File: src/pkg/flash_host_params.svh
// Constants for the flash sector-protection command host
`ifndef FLASH_HOST_PARAMS_SVH
`define FLASH_HOST_PARAMS_SVH

// ****************************************************************
// Unlock and command codes
// ****************************************************************
`define UNLOCK_ADDR_A      12'h0AAA
`define UNLOCK_ADDR_B      12'h0555
`define UNLOCK_DATA_A      8'hAA
`define UNLOCK_DATA_B      8'h55
`define CMD_RESET          8'hF0
`define CMD_SECURE_ENTRY   8'h88
`define CMD_AUTOSEL        8'h90
`define CMD_EXIT_DATA      8'h00
`define CMD_LOCK_SETUP     8'h60
`define CMD_LOCK_PROG      8'h68
`define CMD_LOCK_CONFIRM   8'h48
`define CMD_LOCK_ERASE     8'h40
`define CMD_PW_PROGRAM     8'h38
`define CMD_PW_VERIFY      8'hC8
`define CMD_PW_UNLOCK      8'h28
`define CMD_LOCK_STATUS    8'h58
`define CMD_LOCK_BIT_SET   8'h78
`define CMD_VOL_LOCK       8'h48
`define CMD_SUSPEND        8'hB0
`define CMD_RESUME         8'h30
`define CMD_ACCEL_PROG     8'hA0
`define CMD_BYPASS_ENTRY   8'h20
`define CMD_BYPASS_RST0    8'h90
`define CMD_BYPASS_RST1    8'h00

// ****************************************************************
// Lock addresses (low bits) and answer values
// ****************************************************************
`define SECURE_LOCK_ADDR   7'h1A
`define PERSIST_PROG_ADDR  7'h3A
`define PERSIST_ERASE_ADDR 7'h7A
`define PW_MODE_LOCK_ADDR  6'h0A
`define PS_MODE_LOCK_ADDR  6'h12
`define FACTORY_LOCKED     8'h80
`define PW_MASKED          8'hFF

// ****************************************************************
// Timing: printed times and derived 125 MHz cycle counts
// ****************************************************************
`define CLK_PERIOD_PS      8000
`define LOCK_WAIT_NS       100000
`define ERASE_WAIT_NS      1200000
`define PW_GAP_NS          2000
`define CYC(ns)            (((ns) * 1000 + `CLK_PERIOD_PS - 1) / `CLK_PERIOD_PS)
`define WE_LOW_CYC         4
`define WE_HIGH_CYC        4

`endif

File: src/pkg/flash_host_pkg.sv
// Types shared by the flash command host
package flash_host_pkg;
  typedef enum logic [3:0] {
    OP_RESET,
    OP_SECURE_LOCK,
    OP_PERSIST_PROG,
    OP_PERSIST_ERASE,
    OP_PW_PROGRAM,
    OP_PW_VERIFY,
    OP_PW_UNLOCK,
    OP_LOCK_STATUS,
    OP_VOL_LOCK,
    OP_PW_MODE_PROG,
    OP_PS_MODE_PROG,
    OP_SUSPEND,
    OP_RESUME,
    OP_ACCEL_PROG,
    OP_BYPASS_ENTRY,
    OP_BYPASS_RESET
  } op_e;

  typedef enum logic [1:0] {
    RES_OK,
    RES_RETRY,
    RES_REFUSED
  } result_e;
endpackage

File: src/design/bus_cycle.sv
// One asynchronous flash bus cycle: write or read, with strobe timing
`timescale 1ns/1ps
`default_nettype none
`include "flash_host_params.svh"
module bus_cycle #(
  parameter int AW = 22,
  parameter int DW = 16
) (
  input  wire logic          sys_clk,
  input  wire logic          rst_n,
  input  wire logic          go,
  input  wire logic          rd,
  input  wire logic [AW-1:0] addr,
  input  wire logic [DW-1:0] wdata,
  output var  logic          done,
  output var  logic [DW-1:0] rdata,
  output var  logic [AW-1:0] flash_addr,
  output var  logic [DW-1:0] flash_dq_out,
  output var  logic          flash_dq_oe_n,
  input  wire logic [DW-1:0] flash_dq_in,
  output var  logic          flash_ce_n,
  output var  logic          flash_we_n,
  output var  logic          flash_oe_n
);
  typedef enum logic [1:0] {CY_IDLE, CY_SETUP, CY_LOW, CY_HIGH} cy_e;
  cy_e             st_r, st_nxt;
  logic [3:0]      cnt_r, cnt_nxt;
  logic            rd_r, rd_nxt;
  logic [AW-1:0]   a_r, a_nxt;
  logic [DW-1:0]   d_r, d_nxt, q_r, q_nxt;

  // ****************************************************************
  // Address set up before the strobe falls, data held past its rise
  // ****************************************************************
  always_comb begin
    st_nxt  = st_r;
    cnt_nxt = cnt_r;
    rd_nxt  = rd_r;
    a_nxt   = a_r;
    d_nxt   = d_r;
    q_nxt   = q_r;
    done    = 1'b0;
    unique case (st_r)
      CY_IDLE: if (go) begin
        st_nxt  = CY_SETUP;
        cnt_nxt = 4'(`WE_LOW_CYC);
        rd_nxt  = rd;
        a_nxt   = addr;
        d_nxt   = wdata;
      end
      CY_SETUP: st_nxt = CY_LOW;
      CY_LOW: if (cnt_r == 4'h1) begin
        st_nxt  = CY_HIGH;
        cnt_nxt = 4'(`WE_HIGH_CYC);
        q_nxt   = flash_dq_in;
      end else begin
        cnt_nxt = cnt_r - 4'h1;
      end
      CY_HIGH: if (cnt_r == 4'h1) begin
        st_nxt = CY_IDLE;
        done   = 1'b1;
      end else begin
        cnt_nxt = cnt_r - 4'h1;
      end
    endcase
  end

  always_ff @(posedge sys_clk or negedge rst_n) begin
    if (!rst_n) begin
      st_r  <= CY_IDLE;
      cnt_r <= 4'h0;
      rd_r  <= 1'b0;
      a_r   <= '0;
      d_r   <= '0;
      q_r   <= '0;
    end else begin
      st_r  <= st_nxt;
      cnt_r <= cnt_nxt;
      rd_r  <= rd_nxt;
      a_r   <= a_nxt;
      d_r   <= d_nxt;
      q_r   <= q_nxt;
    end
  end

  // Select leads the strobe by a cycle, so the strobe edges do the latching
  assign flash_addr    = a_r;
  assign flash_dq_out  = d_r;
  assign rdata         = q_r;
  assign flash_ce_n    = !(st_r inside {CY_SETUP, CY_LOW});
  assign flash_we_n    = !(st_r == CY_LOW && !rd_r);
  assign flash_oe_n    = !(st_r == CY_LOW && rd_r);
  assign flash_dq_oe_n = !(st_r != CY_IDLE && !rd_r);
endmodule
`default_nettype wire

File: src/design/flash_prot_host.sv
// Host sequencer for flash protection and array command sequences
`timescale 1ns/1ps
`default_nettype none
`include "flash_host_params.svh"
module flash_prot_host
  import flash_host_pkg::*;
#(
  parameter int AW          = 22,
  parameter int DW          = 16,
  parameter int LOCK_CYC    = `CYC(`LOCK_WAIT_NS),
  parameter int ERASE_CYC   = `CYC(`ERASE_WAIT_NS),
  parameter int PW_GAP_CYC  = `CYC(`PW_GAP_NS)
) (
  input  wire logic                    sys_clk,
  input  wire logic                    rst_n,
  input  wire logic                    cmd_valid,
  output var  logic                    cmd_ready,
  input  wire flash_host_pkg::op_e     cmd_op,
  input  wire logic [AW-1:0]           cmd_addr,
  input  wire logic [DW-1:0]           cmd_data,
  input  wire logic [4*DW-1:0]         cmd_password,
  input  wire logic                    erase_active,
  output var  logic                    rsp_valid,
  output var  flash_host_pkg::result_e rsp_result,
  output var  logic [DW-1:0]           rsp_data,
  output var  logic [AW-1:0]           flash_addr,
  output var  logic [DW-1:0]           flash_dq_out,
  output var  logic                    flash_dq_oe_n,
  input  wire logic [DW-1:0]           flash_dq_in,
  output var  logic                    flash_ce_n,
  output var  logic                    flash_we_n,
  output var  logic                    flash_oe_n,
  output var  logic                    acceleration_pin
);
  import flash_host_pkg::*;

  typedef enum logic [2:0] {
    S_IDLE, S_ISSUE, S_WAIT_CYC, S_PAUSE, S_DONE
  } st_e;

  st_e            st_r, st_nxt;
  op_e            op_r, op_nxt;
  logic [2:0]     step_r, step_nxt;
  logic [20:0]    tmr_r, tmr_nxt;
  logic [AW-1:0]  a_r, a_nxt;
  logic [DW-1:0]  d_r, d_nxt;
  logic [4*DW-1:0] pw_r, pw_nxt;
  logic           susp_r, susp_nxt;
  logic           byp_r, byp_nxt;
  logic           rv_r, rv_nxt;
  result_e        res_r, res_nxt;
  logic [DW-1:0]  rd_r, rd_nxt;

  logic           go, cyc_rd, cyc_done;
  logic [AW-1:0]  cyc_a;
  logic [DW-1:0]  cyc_d, cyc_q;
  logic           last;
  logic [20:0]    pause;

  // ****************************************************************
  // Helpers
  // ****************************************************************
  // Command cycles carry only A11:A0 and DQ7:DQ0; bank bits optional
  function automatic logic [AW-1:0] cmd_a(input logic [11:0] lo,
                                          input logic [AW-1:0] bank,
                                          input logic use_bank);
    logic [AW-1:0] r;
    r = use_bank ? {bank[AW-1:12], lo} : {{(AW-12){1'b0}}, lo};
    return r;
  endfunction

  function automatic logic [DW-1:0] cmd_d(input logic [7:0] v);
    return {{(DW-8){1'b0}}, v};
  endfunction

  function automatic logic [AW-1:0] lock_a(input logic [AW-1:0] sect,
                                           input logic [6:0] lo);
    return {sect[AW-1:7], lo};
  endfunction

  // ****************************************************************
  // Build each bus cycle of the running sequence
  // ****************************************************************
  always_comb begin
    cyc_rd = 1'b0;
    cyc_a  = '0;
    cyc_d  = '0;
    last   = 1'b0;
    pause  = '0;
    unique case (step_r)
      3'd0: begin
        cyc_a = cmd_a(`UNLOCK_ADDR_A, a_r, 1'b0);
        cyc_d = cmd_d(`UNLOCK_DATA_A);
      end
      3'd1: begin
        cyc_a = cmd_a(`UNLOCK_ADDR_B, a_r, 1'b0);
        cyc_d = cmd_d(`UNLOCK_DATA_B);
      end
      default: begin
        cyc_a = cmd_a(`UNLOCK_ADDR_A, a_r, 1'b1);
      end
    endcase
    unique case (op_r)
      OP_RESET: begin
        cyc_d = cmd_d(`CMD_RESET);
        last  = 1'b1;
      end
      OP_SUSPEND, OP_RESUME: begin
        cyc_a = cmd_a(12'h000, a_r, 1'b1);
        cyc_d = cmd_d(op_r == OP_SUSPEND ? `CMD_SUSPEND : `CMD_RESUME);
        last  = 1'b1;
      end
      OP_ACCEL_PROG: begin
        if (step_r == 3'd0) begin
          cyc_d = cmd_d(`CMD_ACCEL_PROG);
        end else begin
          cyc_a = a_r;
          cyc_d = d_r;
          last  = 1'b1;
        end
      end
      OP_BYPASS_RESET: begin
        cyc_d = cmd_d(step_r == 3'd0 ? `CMD_BYPASS_RST0
                                     : `CMD_BYPASS_RST1);
        last  = (step_r == 3'd1);
      end
      OP_BYPASS_ENTRY: begin
        if (step_r == 3'd2) begin
          cyc_d = cmd_d(`CMD_BYPASS_ENTRY);
          last  = 1'b1;
        end
      end
      OP_VOL_LOCK, OP_LOCK_STATUS, OP_PW_VERIFY: begin
        if (step_r == 3'd2) begin
          cyc_d = cmd_d(op_r == OP_VOL_LOCK    ? `CMD_VOL_LOCK :
                        op_r == OP_LOCK_STATUS ? `CMD_LOCK_STATUS
                                               : `CMD_PW_VERIFY);
        end else if (step_r == 3'd3) begin
          cyc_a  = a_r;
          cyc_d  = {{(DW-1){1'b0}}, d_r[0]};
          cyc_rd = (op_r != OP_VOL_LOCK);
          last   = 1'b1;
        end
      end
      OP_PW_PROGRAM, OP_PW_UNLOCK: begin
        if (step_r == 3'd2) begin
          cyc_d = cmd_d(op_r == OP_PW_PROGRAM ? `CMD_PW_PROGRAM
                                              : `CMD_PW_UNLOCK);
        end else if (step_r >= 3'd3) begin
          cyc_a = {{(AW-2){1'b0}}, (op_r == OP_PW_PROGRAM) ? a_r[1:0]
                                   : 2'(step_r - 3'd3)};
          cyc_d = (op_r == OP_PW_PROGRAM) ? d_r : pw_r[DW-1:0];
          last  = (op_r == OP_PW_PROGRAM) || (step_r == 3'd6);
          pause = 21'(PW_GAP_CYC);
        end
      end
      default: begin
        // Six-cycle lock program or erase sequences
        if (step_r == 3'd2) begin
          cyc_d = cmd_d(`CMD_LOCK_SETUP);
        end else if (step_r >= 3'd3) begin
          unique case (op_r)
            OP_SECURE_LOCK:   cyc_a = lock_a(a_r, `SECURE_LOCK_ADDR);
            OP_PERSIST_PROG:  cyc_a = lock_a(a_r, `PERSIST_PROG_ADDR);
            OP_PERSIST_ERASE: cyc_a = lock_a(a_r, (step_r == 3'd5)
                                  ? `PERSIST_PROG_ADDR
                                  : `PERSIST_ERASE_ADDR);
            OP_PW_MODE_PROG:  cyc_a = lock_a(a_r,
                                  {1'b0, `PW_MODE_LOCK_ADDR});
            default:          cyc_a = lock_a(a_r,
                                  {1'b0, `PS_MODE_LOCK_ADDR});
          endcase
          if (step_r == 3'd3) begin
            cyc_d = cmd_d(op_r == OP_PERSIST_ERASE ? `CMD_LOCK_SETUP
                                                   : `CMD_LOCK_PROG);
            pause = (op_r == OP_PERSIST_ERASE) ? 21'(ERASE_CYC)
                                               : 21'(LOCK_CYC);
          end else if (step_r == 3'd4) begin
            cyc_d = cmd_d(op_r == OP_PERSIST_ERASE ? `CMD_LOCK_ERASE
                                                   : `CMD_LOCK_CONFIRM);
          end else begin
            cyc_rd = 1'b1;
            last   = 1'b1;
          end
        end
      end
    endcase
  end

  // ****************************************************************
  // Sequence control
  // ****************************************************************
  always_comb begin
    st_nxt   = st_r;
    op_nxt   = op_r;
    step_nxt = step_r;
    tmr_nxt  = tmr_r;
    a_nxt    = a_r;
    d_nxt    = d_r;
    pw_nxt   = pw_r;
    susp_nxt = susp_r;
    byp_nxt  = byp_r;
    rv_nxt   = 1'b0;
    res_nxt  = res_r;
    rd_nxt   = rd_r;
    go       = 1'b0;
    unique case (st_r)
      S_IDLE: if (cmd_valid) begin
        op_nxt  = cmd_op;
        a_nxt   = cmd_addr;
        d_nxt   = cmd_data;
        pw_nxt  = cmd_password;
        rd_nxt  = '0;
        res_nxt = RES_OK;
        step_nxt = (cmd_op == OP_RESET || cmd_op == OP_SUSPEND ||
                    cmd_op == OP_RESUME || cmd_op == OP_ACCEL_PROG ||
                    cmd_op == OP_BYPASS_RESET) ? 3'd7 : 3'd0;
        st_nxt  = S_ISSUE;
        // Refuse orders the device would ignore
        if ((cmd_op == OP_SUSPEND && (!erase_active || susp_r)) ||
            (cmd_op == OP_RESUME && !susp_r) ||
            (cmd_op == OP_ACCEL_PROG && (erase_active || susp_r)) ||
            (cmd_op == OP_BYPASS_RESET && !byp_r)) begin
          res_nxt = RES_REFUSED;
          st_nxt  = S_DONE;
        end
      end
      S_ISSUE: begin
        // Single- and two-cycle orders start at step 7 marker
        if (step_r == 3'd7) begin
          step_nxt = 3'd0;
        end else begin
          go     = 1'b1;
          st_nxt = S_WAIT_CYC;
        end
      end
      S_WAIT_CYC: if (cyc_done) begin
        if (cyc_rd) begin
          rd_nxt = cyc_q;
        end
        if (last) begin
          st_nxt = S_DONE;
          if (op_r == OP_SUSPEND) susp_nxt = 1'b1;
          if (op_r == OP_RESUME) susp_nxt = 1'b0;
          if (op_r == OP_BYPASS_ENTRY) byp_nxt = 1'b1;
          if (op_r == OP_BYPASS_RESET) byp_nxt = 1'b0;
          if (op_r == OP_PERSIST_ERASE && cyc_q[0]) begin
            res_nxt = RES_RETRY;
          end else if ((op_r == OP_SECURE_LOCK || op_r == OP_PERSIST_PROG
                        || op_r == OP_PW_MODE_PROG || op_r == OP_PS_MODE_PROG)
                       && !cyc_q[0]) begin
            res_nxt = RES_RETRY;
          end
        end else begin
          step_nxt = step_r + 3'd1;
          if (op_r == OP_PW_UNLOCK && step_r >= 3'd3) begin
            pw_nxt = pw_r >> DW;
          end
          tmr_nxt = pause;
          st_nxt  = (pause != '0) ? S_PAUSE : S_ISSUE;
        end
      end
      S_PAUSE: if (tmr_r <= 21'd1) begin
        st_nxt = S_ISSUE;
      end else begin
        tmr_nxt = tmr_r - 21'd1;
      end
      S_DONE: begin
        rv_nxt = 1'b1;
        st_nxt = S_IDLE;
      end
    endcase
  end

  always_ff @(posedge sys_clk or negedge rst_n) begin
    if (!rst_n) begin
      st_r   <= S_IDLE;
      op_r   <= OP_RESET;
      step_r <= 3'd0;
      tmr_r  <= '0;
      a_r    <= '0;
      d_r    <= '0;
      pw_r   <= '0;
      susp_r <= 1'b0;
      byp_r  <= 1'b0;
      rv_r   <= 1'b0;
      res_r  <= RES_OK;
      rd_r   <= '0;
    end else begin
      st_r   <= st_nxt;
      op_r   <= op_nxt;
      step_r <= step_nxt;
      tmr_r  <= tmr_nxt;
      a_r    <= a_nxt;
      d_r    <= d_nxt;
      pw_r   <= pw_nxt;
      susp_r <= susp_nxt;
      byp_r  <= byp_nxt;
      rv_r   <= rv_nxt;
      res_r  <= res_nxt;
      rd_r   <= rd_nxt;
    end
  end

  assign cmd_ready        = (st_r == S_IDLE);
  assign rsp_valid        = rv_r;
  assign rsp_result       = res_r;
  assign rsp_data         = rd_r;
  // Raised only for the accelerated program so it cannot leak elsewhere
  assign acceleration_pin = (op_r == OP_ACCEL_PROG) && (st_r != S_IDLE)
                            && (res_r != RES_REFUSED);

  bus_cycle #(.AW(AW), .DW(DW)) u_cycle (
    .sys_clk       (sys_clk),
    .rst_n         (rst_n),
    .go            (go),
    .rd            (cyc_rd),
    .addr          (cyc_a),
    .wdata         (cyc_d),
    .done          (cyc_done),
    .rdata         (cyc_q),
    .flash_addr    (flash_addr),
    .flash_dq_out  (flash_dq_out),
    .flash_dq_oe_n (flash_dq_oe_n),
    .flash_dq_in   (flash_dq_in),
    .flash_ce_n    (flash_ce_n),
    .flash_we_n    (flash_we_n),
    .flash_oe_n    (flash_oe_n)
  );
endmodule
`default_nettype wire

File: config.mk
export PLATFORM = sky130hd
export DESIGN_NAME = flash_prot_host
export DESIGN_NICKNAME = d
export VERILOG_FILES = /design/src/pkg/flash_host_pkg.sv /design/src/design/bus_cycle.sv /design/src/design/flash_prot_host.sv
export VERILOG_INCLUDE_DIRS = /design/src /design/src/pkg
export SDC_FILE = /design/constraint.sdc
export NUM_CORES = 1
export LEC_CHECK = 0
export BUFFER_PORTS_ARGS = -buffer_cell sky130_fd_sc_hd__buf_2
export CAP_MARGIN = 10
export CELL_PAD_IN_SITES_DETAIL_PLACEMENT = 0
export CELL_PAD_IN_SITES_GLOBAL_PLACEMENT = 1
export CORE_MARGIN = 1.5
export CORE_UTILIZATION = 30
export CTS_BUF_LIST = sky130_fd_sc_hd__clkbuf_8 sky130_fd_sc_hd__clkbuf_16
export DETAILED_ROUTE_END_ITERATION = 12
export HOLD_SLACK_MARGIN = 0.12
export PLACE_DENSITY_LB_ADDON = 0.1
export SYNTH_ARGS = -nofsm -noshare
export SYNTH_HDL_FRONTEND = slang
export SYNTH_HIERARCHICAL = 1
export SYNTH_SLANG_ARGS = --single-unit
File: constraint.sdc
create_clock -name sys_clk -period 5.39 [get_ports sys_clk]
set_input_delay 0.2695 -clock sys_clk [delete_from_list [all_inputs] [get_ports sys_clk]]
set_output_delay 0.2695 -clock sys_clk [all_outputs]
set_load 0.01 [all_outputs]
# After elaboration in Yosys (flattened, before gate mapping)
# Index checks and enable logic that the tools add are counted.
[totals]
word_cells = 248
out_inout_bits = 63
mem_bits_rw = 0
latchBits = 0
rom_bits = 0
regBits = 215
memories = 0
[classes]
n_eq_ne = 51
magnitude_cmp = 2
multipliers = 0
n_addsub = 4
n_shift = 0
div = 0
mux = 104
bitwise = 0
n_reduce_logical = 69
[op_table]
columns = ["operator", "count"]
rows = [
  ["$mux W64", 4],
  ["$mux W22", 7],
  ["$pmux W64 S2", 1],
  ["$mux W16", 7],
  ["$pmux W16 S7", 1],
  ["$pmux W22 S5", 1],
  ["$mux W8", 13],
  ["$mux W18", 4],
  ["$mux W21", 3],
  ["$eq A4 B4 Y1 const B", 12],
  ["$pmux W22 S2", 1],
  ["$pmux W21 S2", 1],
  ["$pmux W18 S2", 1],
  ["$mux W3", 11],
  ["$pmux W16 S2", 1],
  ["$pmux W7 S4", 1],
  ["$ne A2 B2 Y1 const B", 12],
  ["$mux W2", 11],
  ["$le A21 B1 Y1 const B", 1],
  ["$mux W1", 21],
  ["$reduce_bool A21 Y1", 1],
  ["$sub A21 B1 Y21 const B", 1],
  ["$mux W4", 5],
  ["$reduce_and A4 Y1", 5],
  ["other kinds (40)", 104],
]

# Logic depth before layout (Yosys ltp)
# Gate-level depths: netlist of run 1.
[logic_depth]
word_depth = 11
depth_mapped = 13
depth_no_buf = 9

# Modules after synthesis
# Netlist of run 1, hierarchy kept.
[modules_own_cells]
columns = ["module", "cells_each", "seq_area_each_um2", "area_per_inst_um2", "instances"]
rows = [
  ["flash_prot_host", 971, 3853.7, 8359.3, 1],
  ["bus_cycle", 166, 1526.5, 2531.2, 1],
]

# Worst setup path before layout of run 1
# OpenSTA, ideal clock, no wires.
[synth_timing]
kind = "register to register"
from = "reg step_r[2]"
to = "reg step_r[0]"
stages_incl_launch_ff = 12
setup_time_ns = 0.125
required_ns = 5.265
arrival_ns = 2.718
path_slack_ns = 2.547
path_cell_list = "dfrtp_1 clkbuf_1 inv_1 ha_1 clkbuf_1 a211o_1 buf_2 nand2_1 a21o_1 a31oi_1 or3_1 mux2_2"
[synth_between]
elab_chain_len = 8
elab_cells_between_ends = 23
classes_between = "1 x order compare; 8 x eq/ne; 11 x mux; 3 x reduce/logical"
[synth_lines]
columns = ["element", "line_no", "text"]
rows = [
  ["start: declaration", "flash_prot_host.sv:43", "logic [2:0] step_r, step_nxt;"],
  ["start signal: assignment", "flash_prot_host.sv:292", "step_r <= step_nxt;"],
  ["$eq A3 B3 Y1", "flash_prot_host.sv:178", "end else if (step_r == 3'd4) begin"],
  ["$mux W1", "flash_prot_host.sv:178", ""],
  ["$mux W1", "flash_prot_host.sv:173", "if (step_r == 3'd3) begin"],
  ["$mux W1", "flash_prot_host.sv:161", "end else if (step_r >= 3'd3) begin"],
  ["$mux W1", "flash_prot_host.sv:159", "if (step_r == 3'd2) begin"],
  ["$pmux W1 S6", "flash_prot_host.sv:103", "unique case (op_r)"],
  ["$ne A2 B2 Y1 (no line)", "n/a", ""],
  ["$reduce_and A5 Y1 (no line) (*)", "n/a", ""],
]
# Every way passes the cells marked *; elsewhere a longest branch is shown, timed or not.
# A chain may end at the register's enable or synchronous reset.

# Worst setup path after layout of run 1
[layout_timing]
from = "reg step_r[2]"
to = "reg pw_r[58]"
[layout_between]
elab_chain_len = 8
elab_cells_between_ends = 23
classes_between = "1 x order compare; 7 x eq/ne; 11 x mux; 4 x reduce/logical"
[layout_lines]
columns = ["element", "line_no", "text"]
rows = [
  ["$eq A3 B3 Y1", "flash_prot_host.sv:178", ""],
  ["$mux W1", "flash_prot_host.sv:178", ""],
  ["$mux W1", "flash_prot_host.sv:173", ""],
  ["$mux W1", "flash_prot_host.sv:161", ""],
  ["$mux W1", "flash_prot_host.sv:159", ""],
  ["$pmux W1 S6", "flash_prot_host.sv:103", ""],
  ["$ne A2 B2 Y1 (no line)", "n/a", ""],
  ["$reduce_and A5 Y1 (no line) (*)", "n/a", ""],
  ["end signal: assignment", "flash_prot_host.sv:296", "pw_r <= pw_nxt;"],
  ["end: declaration", "flash_prot_host.sv:47", "logic [4*DW-1:0] pw_r, pw_nxt;"],
]
# Marked as above.

==> impl_results.html, run 1 <==
<table>
<tr><th>Metric</th><th>Value</th></tr>
<tr><th colspan="2">Synthesis</th></tr>
<tr><td>Synthesized netlist cell count</td><td>1137</td></tr>
<tr><td>Share of synthesized area occupied by flip-flops and latches</td><td>around half</td></tr>
<tr><td>Cell taking the most area after synthesis</td><td>dfrtp_1</td></tr>
<tr><td>Commonest cells post-synth</td><td>215 x dfrtp_1, 210 x nand2_1, 90 x nor2_1</td></tr>
<tr><td>EDFF count, synth</td><td>0</td></tr>
<tr><td>Average size of a mapped cell</td><td>~9.6 µm²</td></tr>
<tr><td>Top post-synthesis cells by area</td><td>dfrtp_1 49%, nand2_1 7.2%, mux2_2 4.9%, a2bb2oi_1 3.9%, o21ai_0 3.6%</td></tr>
<tr><td>Ys Warns</td><td>6</td></tr>
<tr><td>Area share of the leading cell type in the synthesized netlist</td><td>roughly 50%</td></tr>
<tr><td>Number of synthesized register bits</td><td>215</td></tr>
<tr><td>Flip-flop cell with the highest count after synthesis</td><td>dfrtp_1</td></tr>
<tr><td>Netlist area before placement</td><td>10900 µm²</td></tr>
<tr><td>Syn_nets</td><td>around 1300</td></tr>
<tr><td>Post-synth cell types</td><td>79</td></tr>
<tr><td>Ys async rst share</td><td>between 90% and 100%</td></tr>
<tr><td>Most instantiated library cell after synthesis</td><td>dfrtp_1</td></tr>
<tr><th colspan="2">Global routing</th></tr>
<tr><td>Global-route wire length before repair</td><td>approximately 57000 µm</td></tr>
<tr><td>Initial antenna violation count</td><td>1</td></tr>
<tr><td>Vias in the first global route</td><td>between 9000 and 10000</td></tr>
<tr><td>Global-route usage over all layers</td><td>about a fifth</td></tr>
<tr><td>Sum of overflow across all layers after global routing</td><td>0</td></tr>
<tr><td>Maximum number of pins on one net before global-route repair</td><td>124</td></tr>
<tr><th colspan="2">Route</th></tr>
<tr><td>Wirelength per Cell</td><td>between 15 and 20 µm</td></tr>
<tr><td>DRC violation total after the first TritonRoute iteration</td><td>~400</td></tr>
<tr><td>Antenna-violating nets left</td><td>0</td></tr>
<tr><td>Via density</td><td>a little over 5</td></tr>
<tr><td>Number of vias in the routed layout</td><td>approximately 9600</td></tr>
<tr><td>Detailed Routing Iterations Pass 1</td><td>11</td></tr>
<tr><td>Number of remaining DRC errors</td><td>7</td></tr>
<tr><td>Detailed Route WL</td><td>36600 µm</td></tr>
<tr><th colspan="2">Place</th></tr>
<tr><td>Worst setup slack after placement</td><td>between 1.5 and 2 ns</td></tr>
<tr><td>Port Buffers</td><td>188</td></tr>
<tr><td>Post-Place Cell Area</td><td>12300 µm²</td></tr>
<tr><td>Placer's final routability congestion estimate</td><td>just under 0.9</td></tr>
<tr><td>Post-DP HPWL</td><td>roughly 24000 µm</td></tr>
<tr><th colspan="2">Clock network</th></tr>
<tr><td>Clock tree root buffer cell</td><td>clkbuf_16</td></tr>
<tr><td>Clk_lat worst skew</td><td>0.54 ns</td></tr>
<tr><td>Max clock buf depth</td><td>3</td></tr>
<tr><td>Hold-fix buffer count after cts</td><td>roughly 110</td></tr>
<tr><td>Post-CTS Setup Bufs</td><td>0</td></tr>
<tr><td>Number of buffers created by CTS</td><td>26</td></tr>
<tr><td>Register clock-pin slew on the reported worst setup and hold paths</td><td>0.06 ns</td></tr>
<tr><td>Number of cells upsized or downsized after cts</td><td>0</td></tr>
<tr><td>Number of levels in the clock H-tree</td><td>1</td></tr>
<tr><td>Clock tree from TritonCTS</td><td>built</td></tr>
<tr><td>Num Clock Sinks</td><td>215</td></tr>
<tr><th colspan="2">Status</th></tr>
<tr><td>Outcome</td><td>finished, violations left</td></tr>
<tr><td>Failing checks</td><td>DRC</td></tr>
<tr><th colspan="2">Floorplanning</th></tr>
<tr><td>Core box area</td><td>35700 µm²</td></tr>
<tr><td>Overall die width</td><td>roughly 190 µm</td></tr>
<tr><td>Initial Util</td><td>30.5%</td></tr>
<tr><td>Row count</td><td>69</td></tr>
<tr><td>Floorplan die height</td><td>a little under 200 µm</td></tr>
<tr><td>Full die area</td><td>about 37000 µm²</td></tr>
<tr><td>I/O pin count</td><td>roughly 190</td></tr>
<tr><th colspan="2">Timing</th></tr>
<tr><td>Setup repair after global routing missed its margin</td><td>no</td></tr>
<tr><td>Relative slew slack</td><td>22.3%</td></tr>
<tr><td>Actual transition at the worst max-transition pin</td><td>between 1 and 1.5 ns</td></tr>
<tr><td>Fin worst setup slack</td><td>1.70 ns</td></tr>
<tr><td>Highest Clock Rate</td><td>271 MHz</td></tr>
<tr><td>Total negative slack</td><td>0 ns</td></tr>
<tr><td>Slew Viols, Final</td><td>0</td></tr>
<tr><td>Final hold slack</td><td>~0.13 ns</td></tr>
<tr><td>Post-route minimum period</td><td>3.69 ns</td></tr>
<tr><td>Worst Skew</td><td>around 0.018 ns</td></tr>
<tr><td>Final Hold Vio Count</td><td>0</td></tr>
<tr><td>Final setup violating endpoints</td><td>0</td></tr>
<tr><td>Tcrit/Tclk final</td><td>between 60% and 70%</td></tr>
<tr><th colspan="2">Setup path</th></tr>
<tr><td>Arrival time reported for the critical path endpoint</td><td>between 4 and 5 ns</td></tr>
<tr><td>Maximum fanout encountered on the critical timing path</td><td>49</td></tr>
<tr><td>Classification of the worst setup path</td><td>reg2reg</td></tr>
<tr><td>Worst Setup Start Kind</td><td>register</td></tr>
<tr><td>Worst EP required</td><td>roughly 5.8 ns</td></tr>
<tr><td>Critical path endpoint category</td><td>register</td></tr>
<tr><td>Setup slack of the most critical reg-to-reg path</td><td>between 1.5 and 2 ns</td></tr>
<tr><th colspan="2">Hold path</th></tr>
<tr><td>Class of the worst hold path</td><td>in2reg</td></tr>
<tr><th colspan="2">Pwr</th></tr>
<tr><td>Leakage power total</td><td>a little under 7 nW</td></tr>
<tr><td>Power density cells</td><td>248 nW/µm²</td></tr>
<tr><td>Worst VDD drop</td><td>~0.21 mV</td></tr>
<tr><td>Final Total Pwr</td><td>approximately 3.5 mW</td></tr>
<tr><th colspan="2">Job</th></tr>
<tr><td>Count of max-cap constraint violations</td><td>0</td></tr>
<tr><th colspan="2">Cells and area</th></tr>
<tr><td>Area growth, synth to finish</td><td>30.3%</td></tr>
<tr><td>Nets@finish</td><td>1547</td></tr>
<tr><td>Fraction of final layout cells sized beyond drive strength 1</td><td>between 20% and 30%</td></tr>
<tr><td>Post-route design area</td><td>approximately 14000 µm²</td></tr>
<tr><td>Total of fill cells in the finished design</td><td>~3700</td></tr>
</table>
layout make-up:
type | count | area, µm² | share of cell area, %
diodes | 1 | 2.50 | 0.0176
clock buffers | 33 | 758 | 5.34
clock inverters | 13 | 82.6 | 0.582
inverters | 23 | 86.3 | 0.608
multi-input cells | 822 | 5100 | 35.9
flip-flops and latches | 215 | 5380 | 37.9
well taps | 461 | 577 | 4.06
repair buffers | 318 | 2200 | 15.5
report_power, final:
group | internal, mW | switching (mW) | total, mW
logic | 0.0936 | 0.0698 | 0.163
registers | 1.62 | 0.00346 | 1.62
clock network | 1.03 | 0.704 | 1.73
total | 2.74 | 0.778 | 3.52
registers in the layout (all words and copies together), names as in the netlist, 16 cells and up:
| register | flops |
|---|---|
| a_r | 22 |
| d_r | 16 |
| pw_r | 64 |
| rsp_data | 16 |
| tmr_r | 21 |
| u_cycle/flash_addr | 22 |
| u_cycle/flash_dq_out | 16 |
| u_cycle/rdata | 16 |
per-layer routing:
metal / track usage [%] / vias up / share of wire (%)
met4: 4.96 / 0 / 2.4
met1: 27.1 / 4685 / 49
met3: 2.18 / 54 / 3.3
met5: 0 / - / 0
li1: - / 4651 / -
met2: 31.1 / 209 / 46
critical path, stage by stage, from the launching register on:
cell and delay (ns):
dfrtp_1 0.57, inv_1 0.22, ha_1 0.54, a211o_1 0.40
nand4_1 0.24, a21oi_4 0.23, buf_4 0.47, o21ai_1 0.54
a22o_1 0.33
path summary, 6_finish.rpt:
path,startpoint,endpoint,depth (start not counted)
setup / recovery,step_r[2]$_DFFE_PN0P_,pw_r[58]$_DFFE_PN0P_,8
hold / removal,cmd_password[7],pw_r[7]$_DFFE_PN0P_,3
setup reg to reg,step_r[2]$_DFFE_PN0P_,pw_r[58]$_DFFE_PN0P_,8
hold reg to reg,d_r[12]$_DFFE_PN0P_,d_r[12]$_DFFE_PN0P_,2
max in group asynchronous,rst_n,u_cycle/flash_addr[3]$_DFFE_PN0P_,3
min in group asynchronous,rst_n,u_cycle/rdata[12]$_DFFE_PN0P_,2
placed cells by master, fill, tap and decap left out, types with 27 or more instances in the layout:
master / count
a21oi_1: 39
a2bb2oi_1: 48
buf_2: 187
clkbuf_16: 27
dfrtp_1: 215
dlygate4sd3_1: 106
inv_1: 31
mux2_2: 47
nand2_1: 209
nor2_1: 89
o21ai_0: 78
o22ai_1: 59
cell families (layout without fill, tap and decap cells):
logic type      after synthesis  count (layout)  synth area share [%]
simple gates                406             406                  16.5
compound gates              337             337                  21.5
flops                       215             215                  49.4
buf+inv                     100             387                  4.11
mux                          61              61                  6.61
fa+ha+maj                    15              15                  1.72
xor+xnor                      3               3                 0.241
other cells                   0               1                     0
per-stage QoR:
step / instances / util [%]
global placement: 1733 / 34.5
floorplan: 1137 / -
global route: 1886 / 39.8
finish: 1886 / 39.8
CTS: 1885 / 39.8
detailed placement: 1733 / 34.5
Note: power is estimated with default switching activity, not from simulation.
==> inputs of run 2 (changes only) <==
ABC_AREA = 1   (was unset)
clock period = 3.8 ns   (was 5.39 ns; I/O delays follow)
==> run 2 against run 1 <==
The run now ends clean. Flip-flop and latch count unchanged. Clock skew up 0.0019 ns. Clock power up 51%. First-iteration DRC count up 48%. Hold slack better by 0.033 ns. Design area up 9.3%. Maximum frequency up 17%. Sequential power up 140%. Non-clock buffer count up 13. Synthesized cell count up 43%. Die area up 9.5%. Core utilization up 0.059 points. Critical path type unchanged. Largest cell class is now multi-input gates. Largest power group is now combinational cells. Highest routed layer unchanged.
==> impl_results.html, run 2 <==
<table>
<tr><th>Metric</th><th>Value</th></tr>
<tr><th colspan="2">Status</th></tr>
<tr><td>Outcome</td><td>completed</td></tr>
<tr><th colspan="2">Cells and area</th></tr>
<tr><td>Final cell count without fillers</td><td>about 2400</td></tr>
<tr><td>Most common cell after layout, fill and taps aside</td><td>nand2_1</td></tr>
<tr><td>Flip-flop count of the largest register, all copies and words added</td><td>between 60 and 70</td></tr>
<tr><td>Post-route design area</td><td>between 15000 and 20000 µm²</td></tr>
<tr><td>Register containing the most flip-flops in the final layout</td><td>pw_r</td></tr>
<tr><td>Fraction of final layout cells sized beyond drive strength 1</td><td>between 15 and 20%</td></tr>
<tr><td>Diodes inserted</td><td>0</td></tr>
<tr><td>Nets@finish</td><td>a little over 2000</td></tr>
<tr><td>Total of fill cells in the finished design</td><td>a little over 4000</td></tr>
<tr><td>Core Util, Final</td><td>roughly two fifths</td></tr>
<tr><td>Area growth, synth to finish</td><td>30.0%</td></tr>
<tr><td>Most used cells in the layout excluding fill and tap cells</td><td>662 x nand2_1, 215 x dfrtp_1, 187 x buf_2</td></tr>
<tr><th colspan="2">Place</th></tr>
<tr><td>Placer's final routability congestion estimate</td><td>between 0.8 and 0.9</td></tr>
<tr><td>Worst setup slack after placement</td><td>0.669 ns</td></tr>
<tr><td>Post-DP HPWL</td><td>approximately 26000 µm</td></tr>
<tr><td>Post-Place Cell Area</td><td>roughly 13000 µm²</td></tr>
<tr><td>Cell Count Post-Placement</td><td>approximately 2300</td></tr>
<tr><td>Port Buffers</td><td>approximately 190</td></tr>
<tr><th colspan="2">Floorplanning</th></tr>
<tr><td>Floorplan die height</td><td>~200 µm</td></tr>
<tr><td>Core box area</td><td>38900 µm²</td></tr>
<tr><td>Row count</td><td>72</td></tr>
<tr><td>Overall die width</td><td>202 µm</td></tr>
<tr><td>Initial Util</td><td>between 30 and 40%</td></tr>
<tr><td>Full die area</td><td>41000 µm²</td></tr>
<tr><td>I/O pin count</td><td>between 150 and 200</td></tr>
<tr><th colspan="2">Pwr</th></tr>
<tr><td>Final Total Pwr</td><td>around 12 mW</td></tr>
<tr><td>Switching part of the total power</td><td>44.8%</td></tr>
<tr><td>Power density cells</td><td>801 nW/µm²</td></tr>
<tr><td>Total net switching power</td><td>5.57 mW</td></tr>
<tr><td>Clock power frac</td><td>roughly a fifth</td></tr>
<tr><td>Leakage power total</td><td>slightly above 8 nW</td></tr>
<tr><td>Part of the total power dissipated in sequential elements</td><td>31.6%</td></tr>
<tr><td>Int Pwr</td><td>around 6.9 mW</td></tr>
<tr><td>Comb power frac</td><td>a little under half</td></tr>
<tr><td>Worst VDD drop</td><td>roughly 0.43 mV</td></tr>
<tr><th colspan="2">Clock network</th></tr>
<tr><td>Hold-fix buffer count after cts</td><td>~120</td></tr>
<tr><td>Max clock buf depth</td><td>3</td></tr>
<tr><td>Register clock-pin slew on the reported worst setup and hold paths</td><td>about 0.06 ns</td></tr>
<tr><td>Number of cells upsized or downsized after cts</td><td>0</td></tr>
<tr><td>Post-CTS Setup Bufs</td><td>0</td></tr>
<tr><td>Clock tree root buffer cell</td><td>clkbuf_16</td></tr>
<tr><td>Num Clock Sinks</td><td>between 200 and 250</td></tr>
<tr><td>Clk_lat worst skew</td><td>between 0.5 and 0.6 ns</td></tr>
<tr><td>Clock tree from TritonCTS</td><td>built</td></tr>
<tr><td>Number of buffers created by CTS</td><td>27</td></tr>
<tr><td>Number of levels in the clock H-tree</td><td>1</td></tr>
<tr><th colspan="2">Global routing</th></tr>
<tr><td>Global-route wire length before repair</td><td>approximately 63000 µm</td></tr>
<tr><td>Vias in the first global route</td><td>around 11000</td></tr>
<tr><td>Global-route usage over all layers</td><td>a little under a fifth</td></tr>
<tr><td>Sum of overflow across all layers after global routing</td><td>0</td></tr>
<tr><td>Maximum number of pins on one net before global-route repair</td><td>87</td></tr>
<tr><td>Initial antenna violation count</td><td>0</td></tr>
<tr><th colspan="2">Route</th></tr>
<tr><td>Number of remaining DRC errors</td><td>0</td></tr>
<tr><td>Via density</td><td>4.65</td></tr>
<tr><td>Wirelength per Cell</td><td>roughly 16 µm</td></tr>
<tr><td>Met2 Wirelength</td><td>between 15000 and 20000 µm</td></tr>
<tr><td>Top layer in use</td><td>met4</td></tr>
<tr><td>Met3 wire length</td><td>approximately 1600 µm</td></tr>
<tr><td>Detailed Route WL</td><td>approximately 39000 µm</td></tr>
<tr><td>Antenna-violating nets left</td><td>0</td></tr>
<tr><td>M1 WL</td><td>about 19000 µm</td></tr>
<tr><td>DRC violation total after the first TritonRoute iteration</td><td>around 600</td></tr>
<tr><td>Detailed Routing Iterations Pass 1</td><td>5</td></tr>
<tr><td>Number of vias in the routed layout</td><td>about 11000</td></tr>
<tr><th colspan="2">Timing</th></tr>
<tr><td>Highest Clock Rate</td><td>between 300 and 400 MHz</td></tr>
<tr><td>Tcrit/Tclk final</td><td>83.2%</td></tr>
<tr><td>Setup repair after global routing missed its margin</td><td>no</td></tr>
<tr><td>Fin worst setup slack</td><td>0.639 ns</td></tr>
<tr><td>Post-route minimum period</td><td>3.16 ns</td></tr>
<tr><td>Final setup violating endpoints</td><td>0</td></tr>
<tr><td>Final hold slack</td><td>around 0.16 ns</td></tr>
<tr><td>Final Hold Vio Count</td><td>0</td></tr>
<tr><td>Worst Skew</td><td>around 0.020 ns</td></tr>
<tr><td>Actual transition at the worst max-transition pin</td><td>1.09 ns</td></tr>
<tr><td>Relative slew slack</td><td>~27%</td></tr>
<tr><td>Slew Viols, Final</td><td>0</td></tr>
<tr><td>Total negative slack</td><td>0 ns</td></tr>
<tr><th colspan="2">Setup path</th></tr>
<tr><td>Classification of the worst setup path</td><td>reg2reg</td></tr>
<tr><td>Arrival time reported for the critical path endpoint</td><td>between 3 and 4 ns</td></tr>
<tr><td>Maximum fanout encountered on the critical timing path</td><td>32</td></tr>
<tr><td>Critical R2R Capture</td><td>rsp_data[2]$_DFFE_PN0P_</td></tr>
<tr><td>Worst EP required</td><td>~4.2 ns</td></tr>
<tr><td>Reg-to-Reg Start</td><td>step_r[0]$_DFFE_PN0P_</td></tr>
<tr><td>Worst Setup Start Kind</td><td>register</td></tr>
<tr><td>Path depth of the worst reg2reg path</td><td>10</td></tr>
<tr><td>Critical path endpoint category</td><td>register</td></tr>
<tr><td>Setup slack of the most critical reg-to-reg path</td><td>roughly 0.64 ns</td></tr>
<tr><th colspan="2">Synthesis</th></tr>
<tr><td>Area share of the leading cell type in the synthesized netlist</td><td>roughly 45%</td></tr>
<tr><td>Flip-flop cell with the highest count after synthesis</td><td>dfrtp_1</td></tr>
<tr><td>Netlist area before placement</td><td>11900 µm²</td></tr>
<tr><td>Post-synth cell types</td><td>43</td></tr>
<tr><td>Commonest cells post-synth</td><td>663 x nand2_1, 215 x dfrtp_1, 128 x nor2_1</td></tr>
<tr><td>Top post-synthesis cells by area</td><td>dfrtp_1 45%, nand2_1 21%, nand4_1 5.1%, o21ai_0 4.7%, nor2_1 4.0%</td></tr>
<tr><td>Number of synthesized register bits</td><td>215</td></tr>
<tr><td>Synthesized netlist cell count</td><td>about 1600</td></tr>
<tr><td>Ys Warns</td><td>6</td></tr>
<tr><td>Ys async rst share</td><td>100%</td></tr>
<tr><td>Most instantiated library cell after synthesis</td><td>nand2_1</td></tr>
<tr><td>EDFF count, synth</td><td>0</td></tr>
<tr><td>Share of synthesized area occupied by flip-flops and latches</td><td>between 40% and 50%</td></tr>
<tr><td>Average size of a mapped cell</td><td>roughly 7.4 µm²</td></tr>
<tr><td>Cell taking the most area after synthesis</td><td>dfrtp_1</td></tr>
<tr><td>Syn_nets</td><td>~1800</td></tr>
<tr><th colspan="2">Job</th></tr>
<tr><td>Count of max-cap constraint violations</td><td>0</td></tr>
<tr><th colspan="2">Hold path</th></tr>
<tr><td>Class of the worst hold path</td><td>in2async</td></tr>
</table>
run 2: cell types whose count changed in the layout (fill, tap and decap cells not counted), sizes merged, moves of 47 or more:
cell     before  now
nand4         3   98
inv          31  125
o22ai        59    0
a2bb2oi      48    0
nor2         90  137
nand2       210  677
run 2: cell type report:
class / count / area (µm²) / area share (%)
clock inverter: 14 / 145 / 0.936
multi-input combinational: 1206 / 5750 / 37.0
inverter: 121 / 454 / 2.93
timing repair buffer: 331 / 2380 / 15.4
sequential: 215 / 5380 / 34.7
tap: 518 / 648 / 4.18
clock buffer: 33 / 758 / 4.89
run 2: worst max path at each step:
stage                               start                                  to  slack (ns)  depth (start not counted)
CTS                 step_r[0]$_DFFE_PN0P_             rsp_data[2]$_DFFE_PN0P_        0.62                         10
global route        step_r[2]$_DFFE_PN0P_             rsp_data[1]$_DFFE_PN0P_        0.36                         10
detailed placement  step_r[0]$_DFFE_PN0P_             rsp_data[0]$_DFFE_PN0P_        0.67                         10
floorplan           step_r[0]$_DFFE_PN0P_  u_cycle/flash_addr[12]$_DFFE_PN0P_        1.41                         10
finish              step_r[0]$_DFFE_PN0P_             rsp_data[2]$_DFFE_PN0P_        0.64                         10
global placement    step_r[0]$_DFFE_PN0P_  u_cycle/flash_addr[20]$_DFFE_PN0P_        0.69                         14
run 2: power by group through the flow:
stage          Sequential [mW]  Clock [mW]  Combinational [mW]
6_report                  3.93        2.61                5.89
3_3_place_gp              3.96           0                5.82
5_1_grt                   4.06        2.82                6.70
4_1_cts                   3.93        2.72                5.96
3_5_place_dp              3.95           0                5.84
2_1_floorplan             3.86           0                4.07
run 2: kinds of logic after synthesis:
kind of cell               after synthesis  synth area share, %
AOI/OAI and AO/OA                      162                 7.28
xor gates and xnor gates                 7                0.514
adders and majority gates               15                 1.57
buffers and inverters                  200                 6.92
DFF                                    215                 45.1
muxes                                   39                 3.99
and+or+nand+nor                        983                 34.7
run 2: routing by layer:
layer | global-route usage, % | vias up
met5 | 0 | -
met2 | 31.3 | 225
met1 | 26.3 | 5288
met3 | 2.63 | 38
met4 | 3.33 | 0
li1 | - | 5784
run 2: worst max-delay path, cell delays in order (launching register included):
cell and delay [ns]:
dfrtp_1 0.44, ha_1 0.26, ha_1 0.30, nor2_2 0.17, nand2_1 0.17, nand2_2 0.24, nor2_2 0.11, nand2_2 0.09
nand2_1 0.10, o21bai_2 0.84, o21ai_0 0.24
==> inputs of run 3 (changes only) <==
ABC_AREA = 0   (was 1)
clock period = 2.8 ns   (was 3.8 ns; I/O delays follow)
==> run 3 against run 2 <==
The flow now finishes with violations (DRC). Non-clock buffer count up 73. First-iteration DRC count up 2.2%. Maximum frequency up 20%. Highest routed layer unchanged. Core utilization up 2.5 points. Global-route usage up 0.71 points. Flip-flop and latch count unchanged. Largest power group is now clock. Largest cell class is now sequential cells.
==> impl_results.html, run 3 (synthesis results as in run 1) <==
<table>
<tr><th>Metric</th><th>Value</th></tr>
<tr><th colspan="2">Place</th></tr>
<tr><td>Placer's final routability congestion estimate</td><td>just over 0.9</td></tr>
<tr><td>Port Buffers</td><td>about 190</td></tr>
<tr><td>Post-DP HPWL</td><td>about 25000 µm</td></tr>
<tr><td>Post-Place Cell Area</td><td>~13000 µm²</td></tr>
<tr><th colspan="2">Route</th></tr>
<tr><td>Wirelength per Cell</td><td>approximately 19 µm</td></tr>
<tr><td>Via density</td><td>slightly above 5</td></tr>
<tr><td>Antenna-violating nets left</td><td>0</td></tr>
<tr><td>Detailed Route WL</td><td>between 30000 and 40000 µm</td></tr>
<tr><td>Number of vias in the routed layout</td><td>just under 10000</td></tr>
<tr><td>DRC violation total after the first TritonRoute iteration</td><td>~600</td></tr>
<tr><td>Detailed Routing Iterations Pass 1</td><td>9</td></tr>
<tr><td>Number of remaining DRC errors</td><td>8</td></tr>
<tr><th colspan="2">Timing</th></tr>
<tr><td>Relative slew slack</td><td>48.5%</td></tr>
<tr><td>Post-route minimum period</td><td>~2.6 ns</td></tr>
<tr><td>Slew Viols, Final</td><td>0</td></tr>
<tr><td>Tcrit/Tclk final</td><td>between 90% and 100%</td></tr>
<tr><td>Highest Clock Rate</td><td>around 380 MHz</td></tr>
<tr><td>Final Hold Vio Count</td><td>0</td></tr>
<tr><td>Final setup violating endpoints</td><td>0</td></tr>
<tr><td>Actual transition at the worst max-transition pin</td><td>0.767 ns</td></tr>
<tr><td>Final hold slack</td><td>0.141 ns</td></tr>
<tr><td>Setup repair after global routing missed its margin</td><td>no</td></tr>
<tr><td>Total negative slack</td><td>0 ns</td></tr>
<tr><td>Worst Skew</td><td>approximately 0.0088 ns</td></tr>
<tr><th colspan="2">Global routing</th></tr>
<tr><td>Vias in the first global route</td><td>approximately 10000</td></tr>
<tr><td>Maximum number of pins on one net before global-route repair</td><td>between 80 and 90</td></tr>
<tr><td>Global-route usage over all layers</td><td>roughly a fifth</td></tr>
<tr><td>Initial antenna violation count</td><td>0</td></tr>
<tr><td>Sum of overflow across all layers after global routing</td><td>0</td></tr>
<tr><td>Global-route wire length before repair</td><td>59100 µm</td></tr>
<tr><th colspan="2">Status</th></tr>
<tr><td>Failing checks</td><td>DRC</td></tr>
<tr><td>Outcome</td><td>finished, violations left</td></tr>
<tr><th colspan="2">Pwr</th></tr>
<tr><td>Part of the total power dissipated in sequential elements</td><td>44.7%</td></tr>
<tr><td>Clock power frac</td><td>~50%</td></tr>
<tr><td>Switching part of the total power</td><td>between 20% and 30%</td></tr>
<tr><td>Leakage power total</td><td>slightly above 7 nW</td></tr>
<tr><td>Int Pwr</td><td>approximately 5.5 mW</td></tr>
<tr><td>Comb power frac</td><td>between 4 and 5%</td></tr>
<tr><td>Power density cells</td><td>463 nW/µm²</td></tr>
<tr><td>Worst VDD drop</td><td>about 0.41 mV</td></tr>
<tr><td>Total net switching power</td><td>about 1.5 mW</td></tr>
<tr><th colspan="2">Cells and area</th></tr>
<tr><td>Nets@finish</td><td>roughly 1600</td></tr>
<tr><td>Area growth, synth to finish</td><td>38.6%</td></tr>
<tr><td>Most used cells in the layout excluding fill and tap cells</td><td>214 x dfrtp_1, 209 x nand2_1, 187 x buf_2</td></tr>
<tr><td>Flip-flop count of the largest register, all copies and words added</td><td>between 60 and 70</td></tr>
<tr><td>Register containing the most flip-flops in the final layout</td><td>pw_r</td></tr>
<tr><td>Multi-input gate area</td><td>5130 µm²</td></tr>
<tr><td>Total of fill cells in the finished design</td><td>between 3000 and 4000</td></tr>
<tr><td>Most common cell after layout, fill and taps aside</td><td>dfrtp_1</td></tr>
<tr><td>Post-route design area</td><td>around 15000 µm²</td></tr>
<tr><td>FF/Latch Area</td><td>between 5000 and 6000 µm²</td></tr>
<tr><td>Fraction of final layout cells sized beyond drive strength 1</td><td>approximately 28%</td></tr>
<tr><td>Diodes inserted</td><td>0</td></tr>
<tr><th colspan="2">Floorplanning</th></tr>
<tr><td>Full die area</td><td>about 37000 µm²</td></tr>
<tr><td>I/O pin count</td><td>roughly 190</td></tr>
<tr><td>Floorplan die height</td><td>around 190 µm</td></tr>
<tr><td>Core box area</td><td>35700 µm²</td></tr>
<tr><td>Overall die width</td><td>around 190 µm</td></tr>
<tr><td>Row count</td><td>69</td></tr>
<tr><td>Initial Util</td><td>a little under a third</td></tr>
<tr><th colspan="2">Clock network</th></tr>
<tr><td>Clk_lat worst skew</td><td>between 0.5 and 0.6 ns</td></tr>
<tr><td>Register clock-pin slew on the reported worst setup and hold paths</td><td>approximately 0.06 ns</td></tr>
<tr><td>Clock tree root buffer cell</td><td>clkbuf_16</td></tr>
<tr><td>Number of levels in the clock H-tree</td><td>1</td></tr>
<tr><td>Num Clock Sinks</td><td>about 220</td></tr>
<tr><td>Max clock buf depth</td><td>3</td></tr>
<tr><td>Clock tree from TritonCTS</td><td>built</td></tr>
<tr><td>Number of buffers created by CTS</td><td>27</td></tr>
<tr><th colspan="2">Setup path</th></tr>
<tr><td>Maximum fanout encountered on the critical timing path</td><td>15</td></tr>
<tr><td>Worst Setup Start Kind</td><td>register</td></tr>
<tr><td>Worst EP required</td><td>roughly 3.3 ns</td></tr>
<tr><td>Arrival time reported for the critical path endpoint</td><td>between 3 and 4 ns</td></tr>
<tr><td>Critical path endpoint category</td><td>register</td></tr>
<tr><td>Classification of the worst setup path</td><td>reg2reg</td></tr>
<tr><th colspan="2">Hold path</th></tr>
<tr><td>Class of the worst hold path</td><td>in2reg</td></tr>
<tr><th colspan="2">Job</th></tr>
<tr><td>Count of max-cap constraint violations</td><td>0</td></tr>
</table>
run 3: power by group through the flow:
stage	Clock, mW	Combinational, mW	Sequential [mW]
floorplan	0	0.0261	3.18
global placement	0	0.205	3.18
detailed placement	0	0.205	3.18
CTS	3.63	0.342	3.13
global route	3.76	0.370	3.13
finish	3.53	0.335	3.13
run 3: worst paths after layout:
check	slack (ns)	cells past startpoint	end	start
setup / recovery	0.16	6	u_cycle/flash_dq_out[15]$_DFFE_PN0P_	op_r[3]$_DFFE_PN0P_
hold / removal	0.14	4	pw_r[30]$_DFFE_PN0P_	cmd_password[30]
setup reg to reg	0.16	6	u_cycle/flash_dq_out[15]$_DFFE_PN0P_	op_r[3]$_DFFE_PN0P_
hold reg to reg	0.47	2	d_r[14]$_DFFE_PN0P_	d_r[14]$_DFFE_PN0P_
max in group asynchronous	1.80	3	a_r[8]$_DFFE_PN0P_	rst_n
min in group asynchronous	0.19	2	rsp_data[14]$_DFFE_PN0P_	rst_n
run 3: critical path: stages, from the launching register on:
cell and delay [ns]:
dfrtp_1 0.51, buf_4 0.27, or3b_2 0.53, nor3_1 0.62, buf_4 0.31, a22o_1 0.19, mux2_2 0.15
run 3: area by class of cell:
class	instances	area share, %
tap	461	3.82
clock inverter	12	0.895
timing repair buffer	404	20.1
inverter	23	0.572
clock buffer	33	5.02
multi-input combinational	822	34.0
sequential	215	35.6
run 3: what timing repair did:
action / 4_1_cts / 5_1_grt
setup endpoints to repair: 0 / 74
buffers inserted: 0 / 0
gates resized for setup: 0 / 9
hold buffers: 122 / 0
endpoints found under the hold margin: 202 / 0
run 3: metrics by stage:
step / util, % / power, mW / worst slack, ns / instances
final: 42.3 / 6.99 / 0.159 / 1970
after global routing: 42.3 / 7.26 / 0.0246 / 1970
after CTS: 42.3 / 7.10 / 0.0477 / 1970
after detailed placement: 36.3 / 3.39 / 0.0804 / 1803
after global placement: 36.3 / 3.39 / 0.155 / 1803
after floorplan: - / 3.21 / 0.0201 / 1137
run 3: per-layer routing:
layer	vias up	track usage, %	wire (µm)
met3	54	2.67	1500
met5	-	0	0
met1	4805	27.7	17700
li1	4821	-	-
met2	228	31.4	16600
met4	0	4.96	895
